--- config.mk ---
export PLATFORM = sky130hd
export DESIGN_NAME = flash_self_program_ctrl
export DESIGN_NICKNAME = d
export VERILOG_FILES = /design/src/design/selfprog_pkg.sv /design/src/design/flash_self_program_ctrl.sv
export SDC_FILE = /design/constraint.sdc
export NUM_CORES = 1
export LEC_CHECK = 0
export CAP_MARGIN = 20
export CORE_MARGIN = 5
export CORE_UTILIZATION = 51
export DETAILED_ROUTE_END_ITERATION = 12
export DONT_BUFFER_PORTS = 1
export GPL_ROUTABILITY_DRIVEN = 0
export PLACE_DENSITY = 0.64
export SLEW_MARGIN = 20
export SYNTH_ARGS = -nofsm -noshare
export SYNTH_HDL_FRONTEND = slang
export SYNTH_SLANG_ARGS = --single-unit
--- constraint.sdc ---
create_clock -name core_clk -period 6.8 [get_ports core_clk]
set_input_delay 0.68 -clock core_clk [delete_from_list [all_inputs] [get_ports core_clk]]
set_output_delay 0.68 -clock core_clk [all_outputs]
set_load 0.01 [all_outputs]
--- src/design/selfprog_pkg.sv ---
// constants for the flash self-programming control block
package selfprog_pkg;
  // register map (word index, byte address is four times the index)
  localparam logic [7:0] CTRL_STATUS_IDX  = 8'h37;
  localparam logic [7:0] PTR_IDX          = 8'h38;
  localparam logic [7:0] DATA_IDX         = 8'h39;
  localparam logic [7:0] RESULT_IDX       = 8'h3a;
  localparam logic [7:0] STROBE_IDX       = 8'h3b;
  localparam logic [7:0] CTRL_RESET       = 8'h00;
  // control and status bit positions
  localparam int BIT_IRQ_EN   = 7;
  localparam int BIT_BUSY     = 6;
  localparam int BIT_RSVD     = 5;
  localparam int BIT_RWW_EN   = 4;
  localparam int BIT_LOCK_RD  = 3;
  localparam int BIT_PG_WRITE = 2;
  localparam int BIT_PG_ERASE = 1;
  localparam int BIT_ENABLE   = 0;
  // accepted lower five-bit command patterns
  localparam logic [4:0] CMD_RWW_EN   = 5'h11;
  localparam logic [4:0] CMD_LOCK_RD  = 5'h09;
  localparam logic [4:0] CMD_PG_WRITE = 5'h05;
  localparam logic [4:0] CMD_PG_ERASE = 5'h03;
  localparam logic [4:0] CMD_FILL     = 5'h01;
  // window lengths in cycles
  localparam logic [2:0] STORE_WINDOW = 3'h4;
  localparam logic [2:0] LOAD_WINDOW  = 3'h3;
  // readback pointer selections
  localparam logic [1:0] SEL_FUSE_LOW  = 2'h0;
  localparam logic [1:0] SEL_LOCK      = 2'h1;
  localparam logic [1:0] SEL_FUSE_EXT  = 2'h2;
  localparam logic [1:0] SEL_FUSE_HIGH = 2'h3;
  // strobe register bits
  localparam int STB_STORE = 0;
  localparam int STB_LOAD  = 1;
  // programming time
  localparam int  CLK_MHZ      = 125;
  localparam int  PROG_TIME_US = 3700;
  localparam int  PROG_CYCLES  = PROG_TIME_US * CLK_MHZ;
  typedef enum logic [1:0] {IDLE, ARMED, PROGRAM} op_state_t;
endpackage : selfprog_pkg

--- src/design/flash_self_program_ctrl.sv ---
// flash self-programming control with wishbone register access
//
// Our own choice: the Wishbone slave port.
`timescale 1ns/10ps
`default_nettype none
module flash_self_program_ctrl
  import selfprog_pkg::*;
#(
  parameter int  PAGE_WORDS   = 32,
  parameter int  PAGE_BITS    = 10,
  parameter bit  HAS_RWW      = 1'b1,
  parameter int  PROG_TICKS   = PROG_CYCLES,
  parameter logic [15:0] STALLING_SECTION_START = 16'h7000,
  parameter logic [7:0] LOCK_BITS  = 8'hff,
  parameter logic [7:0] FUSE_LOW   = 8'h62,
  parameter logic [7:0] FUSE_HIGH  = 8'hd9,
  parameter logic [7:0] FUSE_EXT   = 8'hff
) (
  // clock and reset
  input  wire logic        core_clk,
  input  wire logic        rst_b,
  // wishbone slave
  input  wire logic        wb_cyc_i,
  input  wire logic        wb_stb_i,
  input  wire logic        wb_we_i,
  input  wire logic [9:0]  wb_adr_i,
  input  wire logic [3:0]  wb_sel_i,
  input  wire logic [31:0] wb_dat_i,
  output logic      [31:0] wb_dat_o,
  output logic             wb_ack_o,
  // core side status
  input  wire logic        globalIrqEnable,
  input  wire logic        eeprom_write_busy,
  input  wire logic        fetchInBoot,
  // flash macro side
  output logic             flashErase,
  output logic             flashWrite,
  output logic [15:0]      flashPageAddr,
  output logic [15:0]      bufferWord,
  // core control
  output logic             cpuHalt,
  output logic             readyIrq
);
  localparam int PIDX = $clog2(PAGE_WORDS);
  localparam logic [22:0] TICKS = 23'(PROG_TICKS);

  op_state_t   state;
  op_state_t   next_state;
  logic [7:0]  ctrl;
  logic [7:0]  next_ctrl;
  logic [2:0]  window;
  logic [2:0]  next_window;
  logic [22:0] timer;
  logic [22:0] next_timer;
  logic        busy;
  logic        next_busy;
  logic        halt;
  logic        next_halt;
  logic [15:0] ptr;
  logic [15:0] next_ptr;
  logic [15:0] data;
  logic [15:0] next_data;
  logic [7:0]  result;
  logic [7:0]  next_result;
  logic        ack;
  logic        next_ack;
  logic [31:0] next_rdata;
  logic [15:0] pageBuf [PAGE_WORDS];
  logic        fill;
  logic        bufClear;
  logic        eeSync1;
  logic        eeSync2;
  logic        irqSync1;
  logic        irqSync2;
  logic        next_eeSync1;
  logic        next_eeSync2;
  logic        next_irqSync1;
  logic        next_irqSync2;
  logic        next_flashErase;
  logic        next_flashWrite;
  logic [15:0] next_flashPageAddr;
  logic [15:0] next_bufferWord;
  logic        next_readyIrq;
  logic [PIDX-1:0] bufIdx;

  logic        wbReq;
  logic        wbWr;
  logic [7:0]  idx;
  logic        storeStb;
  logic        loadStb;
  logic [4:0]  cmd;
  logic        cmdLegal;

  assign wbReq = wb_cyc_i && wb_stb_i && !ack;
  assign wbWr  = wbReq && wb_we_i && wb_sel_i[0];
  assign idx   = wb_adr_i[9:2];
  assign storeStb = wbWr && idx == STROBE_IDX && wb_dat_i[STB_STORE];
  assign loadStb  = wbWr && idx == STROBE_IDX && wb_dat_i[STB_LOAD];
  assign cmd      = wb_dat_i[4:0];
  assign cmdLegal = cmd == CMD_RWW_EN || cmd == CMD_LOCK_RD ||
                    cmd == CMD_PG_WRITE || cmd == CMD_PG_ERASE ||
                    cmd == CMD_FILL;

  // both levels come from outside this clock domain
  always_comb
  begin
    next_eeSync1  = eeprom_write_busy;
    next_eeSync2  = eeSync1;
    next_irqSync1 = globalIrqEnable;
    next_irqSync2 = irqSync1;
  end

  always_ff @(posedge core_clk)
  begin
    if (!rst_b)
    begin
      eeSync1  <= 1'b0;
      eeSync2  <= 1'b0;
      irqSync1 <= 1'b0;
      irqSync2 <= 1'b0;
    end
    else
    begin
      eeSync1  <= next_eeSync1;
      eeSync2  <= next_eeSync2;
      irqSync1 <= next_irqSync1;
      irqSync2 <= next_irqSync2;
    end
  end

  always_comb
  begin
    next_state  = state;
    next_ctrl   = ctrl;
    next_window = window;
    next_timer  = timer;
    next_busy   = busy;
    next_halt   = halt;
    next_ptr    = ptr;
    next_data   = data;
    next_result = result;
    fill        = 1'b0;
    bufClear    = 1'b0;
    if (wbWr && idx == PTR_IDX)
      next_ptr = wb_dat_i[15:0];
    if (wbWr && idx == DATA_IDX)
      next_data = wb_dat_i[15:0];
    if (wbWr && idx == CTRL_STATUS_IDX)
      next_ctrl[BIT_IRQ_EN] = wb_dat_i[BIT_IRQ_EN];
    unique case (state)
      IDLE:
      begin
        // eeprom write blocks arming; window starts at write
        if (wbWr && idx == CTRL_STATUS_IDX && cmdLegal && !eeSync2)
        begin
          next_ctrl[4:0] = cmd;
          next_window    = STORE_WINDOW;
          next_state     = ARMED;
        end
      end
      ARMED:
      begin
        next_window = window - 3'h1;
        // a new write restarts the window
        if (wbWr && idx == CTRL_STATUS_IDX && cmdLegal && !eeSync2)
        begin
          next_ctrl[4:0] = cmd;
          next_window    = STORE_WINDOW;
        end
        else if (loadStb && ctrl[4:0] == CMD_LOCK_RD &&
                 window > STORE_WINDOW - LOAD_WINDOW && !eeSync2)
        begin
          // readback chosen by pointer, raw fuse polarity
          unique case (ptr[1:0])
            SEL_FUSE_LOW:  next_result = FUSE_LOW;
            SEL_LOCK:      next_result = LOCK_BITS;
            SEL_FUSE_EXT:  next_result = FUSE_EXT;
            SEL_FUSE_HIGH: next_result = FUSE_HIGH;
          endcase
          next_ctrl[4:0] = 5'h00;
          next_state     = IDLE;
        end
        else if (storeStb && !eeSync2)
        begin
          // enable clears after the store completes
          next_ctrl[4:0] = 5'h00;
          next_state     = IDLE;
          unique case (ctrl[4:0])
            // fill buffer word, pointer lsb ignored
            CMD_FILL: fill = 1'b1;
            CMD_RWW_EN:
            begin
              bufClear  = 1'b1;
              next_busy = 1'b0;
            end
            CMD_PG_WRITE, CMD_PG_ERASE:
            begin
              // only boot-section code may program, any page
              if (fetchInBoot)
              begin
                next_ctrl[4:0] = ctrl[4:0];
                next_timer     = TICKS;
                next_state     = PROGRAM;
                next_halt = ptr >= STALLING_SECTION_START || !HAS_RWW;
                next_busy = ptr < STALLING_SECTION_START && HAS_RWW;
              end
            end
            default: ;
          endcase
        end
        else if (window == 3'h1)
        begin
          next_ctrl[4:0] = 5'h00;
          next_state     = IDLE;
        end
      end
      PROGRAM:
      begin
        next_timer = timer - 23'h1;
        if (timer == 23'h1)
        begin
          // bits clear and halt lifts at completion
          next_ctrl[4:0] = 5'h00;
          next_halt      = 1'b0;
          next_state     = IDLE;
        end
      end
      default: next_state = IDLE;
    endcase
  end

  // read data registered so it stands in the ack cycle
  always_comb
  begin
    next_rdata = 32'h0;
    next_ack   = wbReq;
    if (wbReq && !wb_we_i)
    begin
      unique case (idx)
        CTRL_STATUS_IDX:
        begin
          next_rdata[7:0] = ctrl;
          next_rdata[BIT_BUSY] = busy && HAS_RWW;
          next_rdata[BIT_RSVD] = 1'b0;
        end
        PTR_IDX:    next_rdata[15:0] = ptr;
        DATA_IDX:   next_rdata[15:0] = data;
        RESULT_IDX: next_rdata[7:0]  = result;
        default:    next_rdata = 32'h0;
      endcase
    end
  end

  always_ff @(posedge core_clk)
  begin
    if (!rst_b)
    begin
      state    <= IDLE;
      ctrl     <= CTRL_RESET;
      window   <= 3'h0;
      timer    <= 23'h0;
      busy     <= 1'b0;
      halt     <= 1'b0;
      ptr      <= 16'h0;
      data     <= 16'h0;
      result   <= 8'h0;
      ack      <= 1'b0;
      wb_dat_o <= 32'h0;
    end
    else
    begin
      state    <= next_state;
      ctrl     <= next_ctrl;
      window   <= next_window;
      timer    <= next_timer;
      busy     <= next_busy;
      halt     <= next_halt;
      ptr      <= next_ptr;
      data     <= next_data;
      result   <= next_result;
      ack      <= next_ack;
      wb_dat_o <= next_rdata;
    end
  end

  // buffer has no reset; cleared explicitly by the re-enable command
  always_ff @(posedge core_clk)
  begin
    for (int i = 0; i < PAGE_WORDS; i++)
    begin
      if (bufClear)
        pageBuf[i] <= 16'hffff;
      else if (fill && ptr[PIDX:1] == PIDX'(i))
        pageBuf[i] <= data;
    end
  end

  // outputs from flops, fed by next values so they keep state timing
  always_comb
  begin
    bufIdx             = next_ptr[PIDX:1];
    next_flashErase    = next_state == PROGRAM && next_ctrl[BIT_PG_ERASE];
    next_flashWrite    = next_state == PROGRAM && next_ctrl[BIT_PG_WRITE];
    next_flashPageAddr = next_ptr & ~16'(2 * PAGE_WORDS - 1);
    next_bufferWord    = pageBuf[bufIdx];
    // a buffer update in this cycle must show through at once
    if (bufClear)
      next_bufferWord = 16'hffff;
    else if (fill && ptr[PIDX:1] == bufIdx)
      next_bufferWord = data;
    next_readyIrq = next_ctrl[BIT_IRQ_EN] && next_irqSync2 &&
                    !next_ctrl[BIT_ENABLE] && !next_eeSync2 &&
                    next_state != PROGRAM;
  end

  always_ff @(posedge core_clk)
  begin
    if (!rst_b)
    begin
      flashErase    <= 1'b0;
      flashWrite    <= 1'b0;
      flashPageAddr <= 16'h0;
      bufferWord    <= 16'h0;
      readyIrq      <= 1'b0;
    end
    else
    begin
      flashErase    <= next_flashErase;
      flashWrite    <= next_flashWrite;
      flashPageAddr <= next_flashPageAddr;
      bufferWord    <= next_bufferWord;
      readyIrq      <= next_readyIrq;
    end
  end

  assign wb_ack_o      = ack;
  assign cpuHalt       = halt;
endmodule : flash_self_program_ctrl
`default_nettype wire

Word level (Yosys, flattened, before mapping) --
Memory sizes are Yosys's and may differ from the RTL's. Cells that the tools add are included.
Cells by class: add/sub/neg operators 2, magnitude comparators 3, equal/unequal tests 66, mux-type cells 183, bitwise gates (word level) 34, reductions and logical operators 81
Operators with widths (number):
- two-way mux 16 bit | 35
- two-way mux 1 bit | 116
- two-way mux 23 bit | 5
- == test 5 bit, second input constant | 18
- logical AND 1 bit | 56
- == test 5 x 4 -> 1 bit, second input constant | 10
- case mux 23 bit (2 select lines) | 1
- == test 8 x 6 -> 1 bit, second input constant | 5
- two-way mux 5 bit | 8
- bitwise OR 1 bit | 32
- case mux 8 bit (4 select lines) | 1
- == test 5 x 3 -> 1 bit, second input constant | 6
- case mux 8 bit (3 select lines) | 1
- == test 23 x 1 -> 1 bit, second input constant | 1
- subtractor 23 x 1 -> 23 bit, second input constant | 1
- == test 5 x 2 -> 1 bit, second input constant | 4
- greater-or-equal comparator 16 x 15 -> 1 bit, second input constant | 1
- < comparator 16 x 15 -> 1 bit, second input constant | 1
- two-way mux 2 bit | 8
- inequality test 2 bit, second input constant | 8
- case mux 8 bit (2 select lines) | 1
- == test 5 x 1 -> 1 bit, second input constant | 3
- case mux 5 bit (3 select lines) | 1
- AND reduction 6 bit | 2
- other kinds (25) | 44
Word-level totals: register bits after elaboration 147, bits in writable memories 512, bits of input ports 54, logic and storage cells 393, memories 1
Memory list:
- pageBuf | depth 32, width 16, read ports 1, clocked after Yosys merged registers in 0, wr ports 32, line flash_self_program_ctrl.sv:68 | logic [15:0] pageBuf [PAGE_WORDS];

Depth between registers and ports, before layout --
depth after elaboration 17, gate-level depth with buffers 13, mapped depth without buffers 9

Least setup slack after synthesis --
Ideal clock, no wire load.
path type input-to-reg, from input port wb_stb_i, to memory pageBuf[12][0], enable pin, arrival time 3643 ps, path slack 2746 ps, stages on the path 10, path buffers 3, cells stage by stage and3b_1 -> buf_2 -> and4_4 -> a31oi_2 -> and4b_1 -> nand2b_1 -> or3_1 -> buf_2 -> clkbuf_1 -> o21ai_0
RTL lines:
- start, declared | line flash_self_program_ctrl.sv:24 | input wire logic wb_stb_i,
- end, declared | line flash_self_program_ctrl.sv:68

==> results.py <==
metrics = {
    "floorplanning": {
        "dieArea_um2": 61610,
        "pin_count": 123,
        "initial_core_util_pct": 51.42,
        "die_h_um": 248.2,
        "core_area_um2": 56280,
        "die_w_um": 248.2,
        "row_count": 87,
    },
    "setup_path": {
        "worstSetupStartpointType": "register",
        "slowest_delay_ns": 0.86,
        "cp.arrival_ns": 5.07,
        "crit_slowest_cell": "nor3_4",
        "worstPathCellList": "and3b_1 -> and4_4 -> a31oi_2 -> and4b_1 -> nand2b_1 -> nor3_4 -> nand2_1 -> nand2_1",
        "crit_fanout": 22,
        "required_ns": 7.02,
        "r2r_setup_slack_ns": 1.96,
        "path_common_cell": "nand2_1",
        "cp-end-kind": "register",
        "r2r-end": "pageBuf[22][10]",
        "regToRegStartpoint": "wb_ack_o",
        "crit_type": "register to register",
        "worst_r2r_path_depth": 8,
    },
    "placement": {
        "hpwl_um": 48260,
        "portBuffers": 0,
        "placed_area_um2": 29320,
    },
    "clock_tree": {
        "cts_buffer_depth": 3,
        "cts_tree": "built",
        "clock-root-buffer": "clkbuf_16",
        "clock-sinks": 623,
        "clk_latency_ns": 0.61,
        "hold_buffers": 0,
        "cts_resized": 0,
        "clkSlewWorstSetupHoldPaths_ns": 0.06,
        "cts_made_buffers": 69,
        "post_cts_buffers": 0,
        "cts-htree-levels": 3,
    },
    "yosys": {
        "synthFlopType": "edfxtp_1",
        "synth_common_cells": "edfxtp_1 (512), nand2_1 (506), or2_2 (259)",
        "synthTopCellsByArea": "edfxtp_1 (53%), dfxtp_1 (7.7%), nand2_1 (6.6%)",
        "synth.distinct_cells": 73,
        "synth-seq-cells": 623,
        "synth_top_area_share_pct": 53.13,
        "async_flop_share_pct": 0,
        "post-synth-top-count-cell": "edfxtp_1",
        "synth_cells": 2638,
        "synth_edf_count": 512,
        "syn_avg_cell_area_um2": 10.97,
        "yosysWarnings": 0,
        "mappedNetlistArea_um2": 28940,
        "yosys.area.top_type": "edfxtp_1",
        "yosysSeqAreaShare_pct": 60.80,
    },
    "timing": {
        "skew_ns": 0.02869,
        "hold_viol": 0,
        "tightest_slew_ns": 1.180,
        "setup_tns_ns": 0,
        "fin_crit_ns": 4.843,
        "rsz0062_at_grt": "false",
        "fmax_mhz": 206.5,
        "drv_slew": 0,
        "fin_crit_sh_pct": 71.22,
        "finalSetupViolCount": 0,
        "slew_headroom_pct": 21.35,
    },
    "power_and_ir_drop": {
        "max-vdd-ir-drop_uv": 166.4,
        "leakage_nw": 11.35,
        "pwr_density_cell_nw_per_um2": 244.4,
    },
    "global_routing": {
        "grt_start_max_net_pins": 90,
        "grt_use_total_pct": 25.69,
        "antenna_found_initial": 2,
        "grt_pass1_vias": 19097,
        "grt_pass1_wl_um": 119400,
        "grt_remaining_overflow": 0,
    },
    "min_path": {
        "min_to": "eeSync1",
        "hold-path-cell-count": 1,
        "hp-class": "input pin to register",
        "holdCritStartpoint": "eeprom_write_busy",
    },
    "route": {
        "drt-met1-wl_um": 32550,
        "firstDrtPassIters": 6,
        "top_layer": "met4",
        "dr_wl_met2_um": 36610,
        "vias_per_cell": 5.970,
        "vias": 19935,
        "ant_nets": 0,
        "drt_iter0_markers": 2248,
        "wire_per_inst_um": 23.96,
        "wl_met3_um": 8013,
        "route.detailed.drc": 0,
        "drt-total-wl_um": 80000,
    },
    "finish": {
        "fin_nets": 2585,
        "fin_area_um2": 31540,
        "seqCellArea_um2": 17600,
        "syn2layout_area_growth_pct": 8.984,
        "drive_gt1_share_pct": 17.43,
        "multi_input_area_um2": 10280,
        "fill_cells": 4759,
    },
    "job": {
        "maxCapViolations": 0,
    },
    "status": {
        "status": "finished clean",
    },
}
## critical path, delay by kind of cell, from the launching register on
family	cells	cell delay, ns
AND/OR/NAND/NOR	7	3.73
flip-flops	1	0.39
AO/OA/AOI/OAI	1	0.31
## worst max-delay path by stage
stage,from,end,slack (ns),cells after the start
floorplan,wb_stb_i,pageBuf[12][0],2.75,10
global placement,wb_adr_i[8],pageBuf[3][10],1.63,8
detailed placement,wb_adr_i[8],pageBuf[3][5],1.61,8
CTS,wb_ack_o,pageBuf[22][10],2.05,8
global route,wb_ack_o,pageBuf[6][13],1.73,8
finish,wb_ack_o,pageBuf[22][10],1.96,8
## metrics by stage
step | worst slack [ns] | power, mW | hold WS, ns | utilization, % | cells
3_3_place_gp | 1.633 | 4.172 | 0.4395 | 52.10 | 3209
2_1_floorplan | 2.746 | 4.186 | 0.4258 | - | 2659
6_report | 1.957 | 7.707 | 0.2033 | 56.04 | 3339
3_5_place_dp | 1.609 | 4.172 | 0.4423 | 52.10 | 3209
5_1_grt | 1.732 | 7.927 | 0.1879 | 56.04 | 3338
4_1_cts | 2.048 | 7.751 | 0.1674 | 55.98 | 3337
## cell type report
class	count	share of cell area, %
multi-input cells	1760	32.58
well taps	756	2.999
clock buffers	90	6.030
inverters	14	0.1666
repair buffers	57	1.539
diodes	1	0.007934
flip-flops and latches	623	55.79
clock inverters	38	0.8846
## where the power goes
| group | internal (mW) | leakage, nW | switching (mW) | total [mW] |
|---|---|---|---|---|
| clock | 2.10 | 1.09 | 1.52 | 3.62 |
| combinational | 0.00822 | 3.30 | 0.0137 | 0.0219 |
| sequential | 4.07 | 6.96 | 0.000707 | 4.07 |
| total | 6.17 | 11.4 | 1.53 | 7.71 |
## placed cells by master, fill, tap and decap left out, types with 46 or more instances in the layout
master     count
nand3_1      165
mux2i_1       89
edfxtp_1     512
dfxtp_1      111
or3_1        193
nor2_1        46
nand2b_1      73
or2_2        259
buf_4         53
clkbuf_16     72
nand2_1      506
## per-layer routing
metal | up-vias | global-route usage, %
li1 | 9080 | -
met1 | 9771 | 36.51
met2 | 919 | 39.54
met3 | 165 | 5.086
met4 | 0 | 9.640
met5 | - | 0
## state kept, by name (all words and copies together), names as in the netlist, 2 cells and up
signal / flops
pageBuf: 512
timer: 23
bufferWord: 16
data: 16
ptr: 16
wb_dat_o: 16
ctrl: 6
result: 4
window: 3
state: 2
## cell families after synthesis
family | after synthesis | synth area share [%]
AND/OR/NAND/NOR | 1376 | 24.68
flip-flops | 623 | 60.80
buffers and inverters | 276 | 4.228
AO/OA/AOI/OAI | 240 | 6.083
multiplexers | 94 | 3.264
XOR/XNOR | 21 | 0.6356
adder cells (fa/ha/maj) | 7 | 0.2940
other | 1 | 0.01296
No activity file was read; power rests on OpenSTA's default activity.
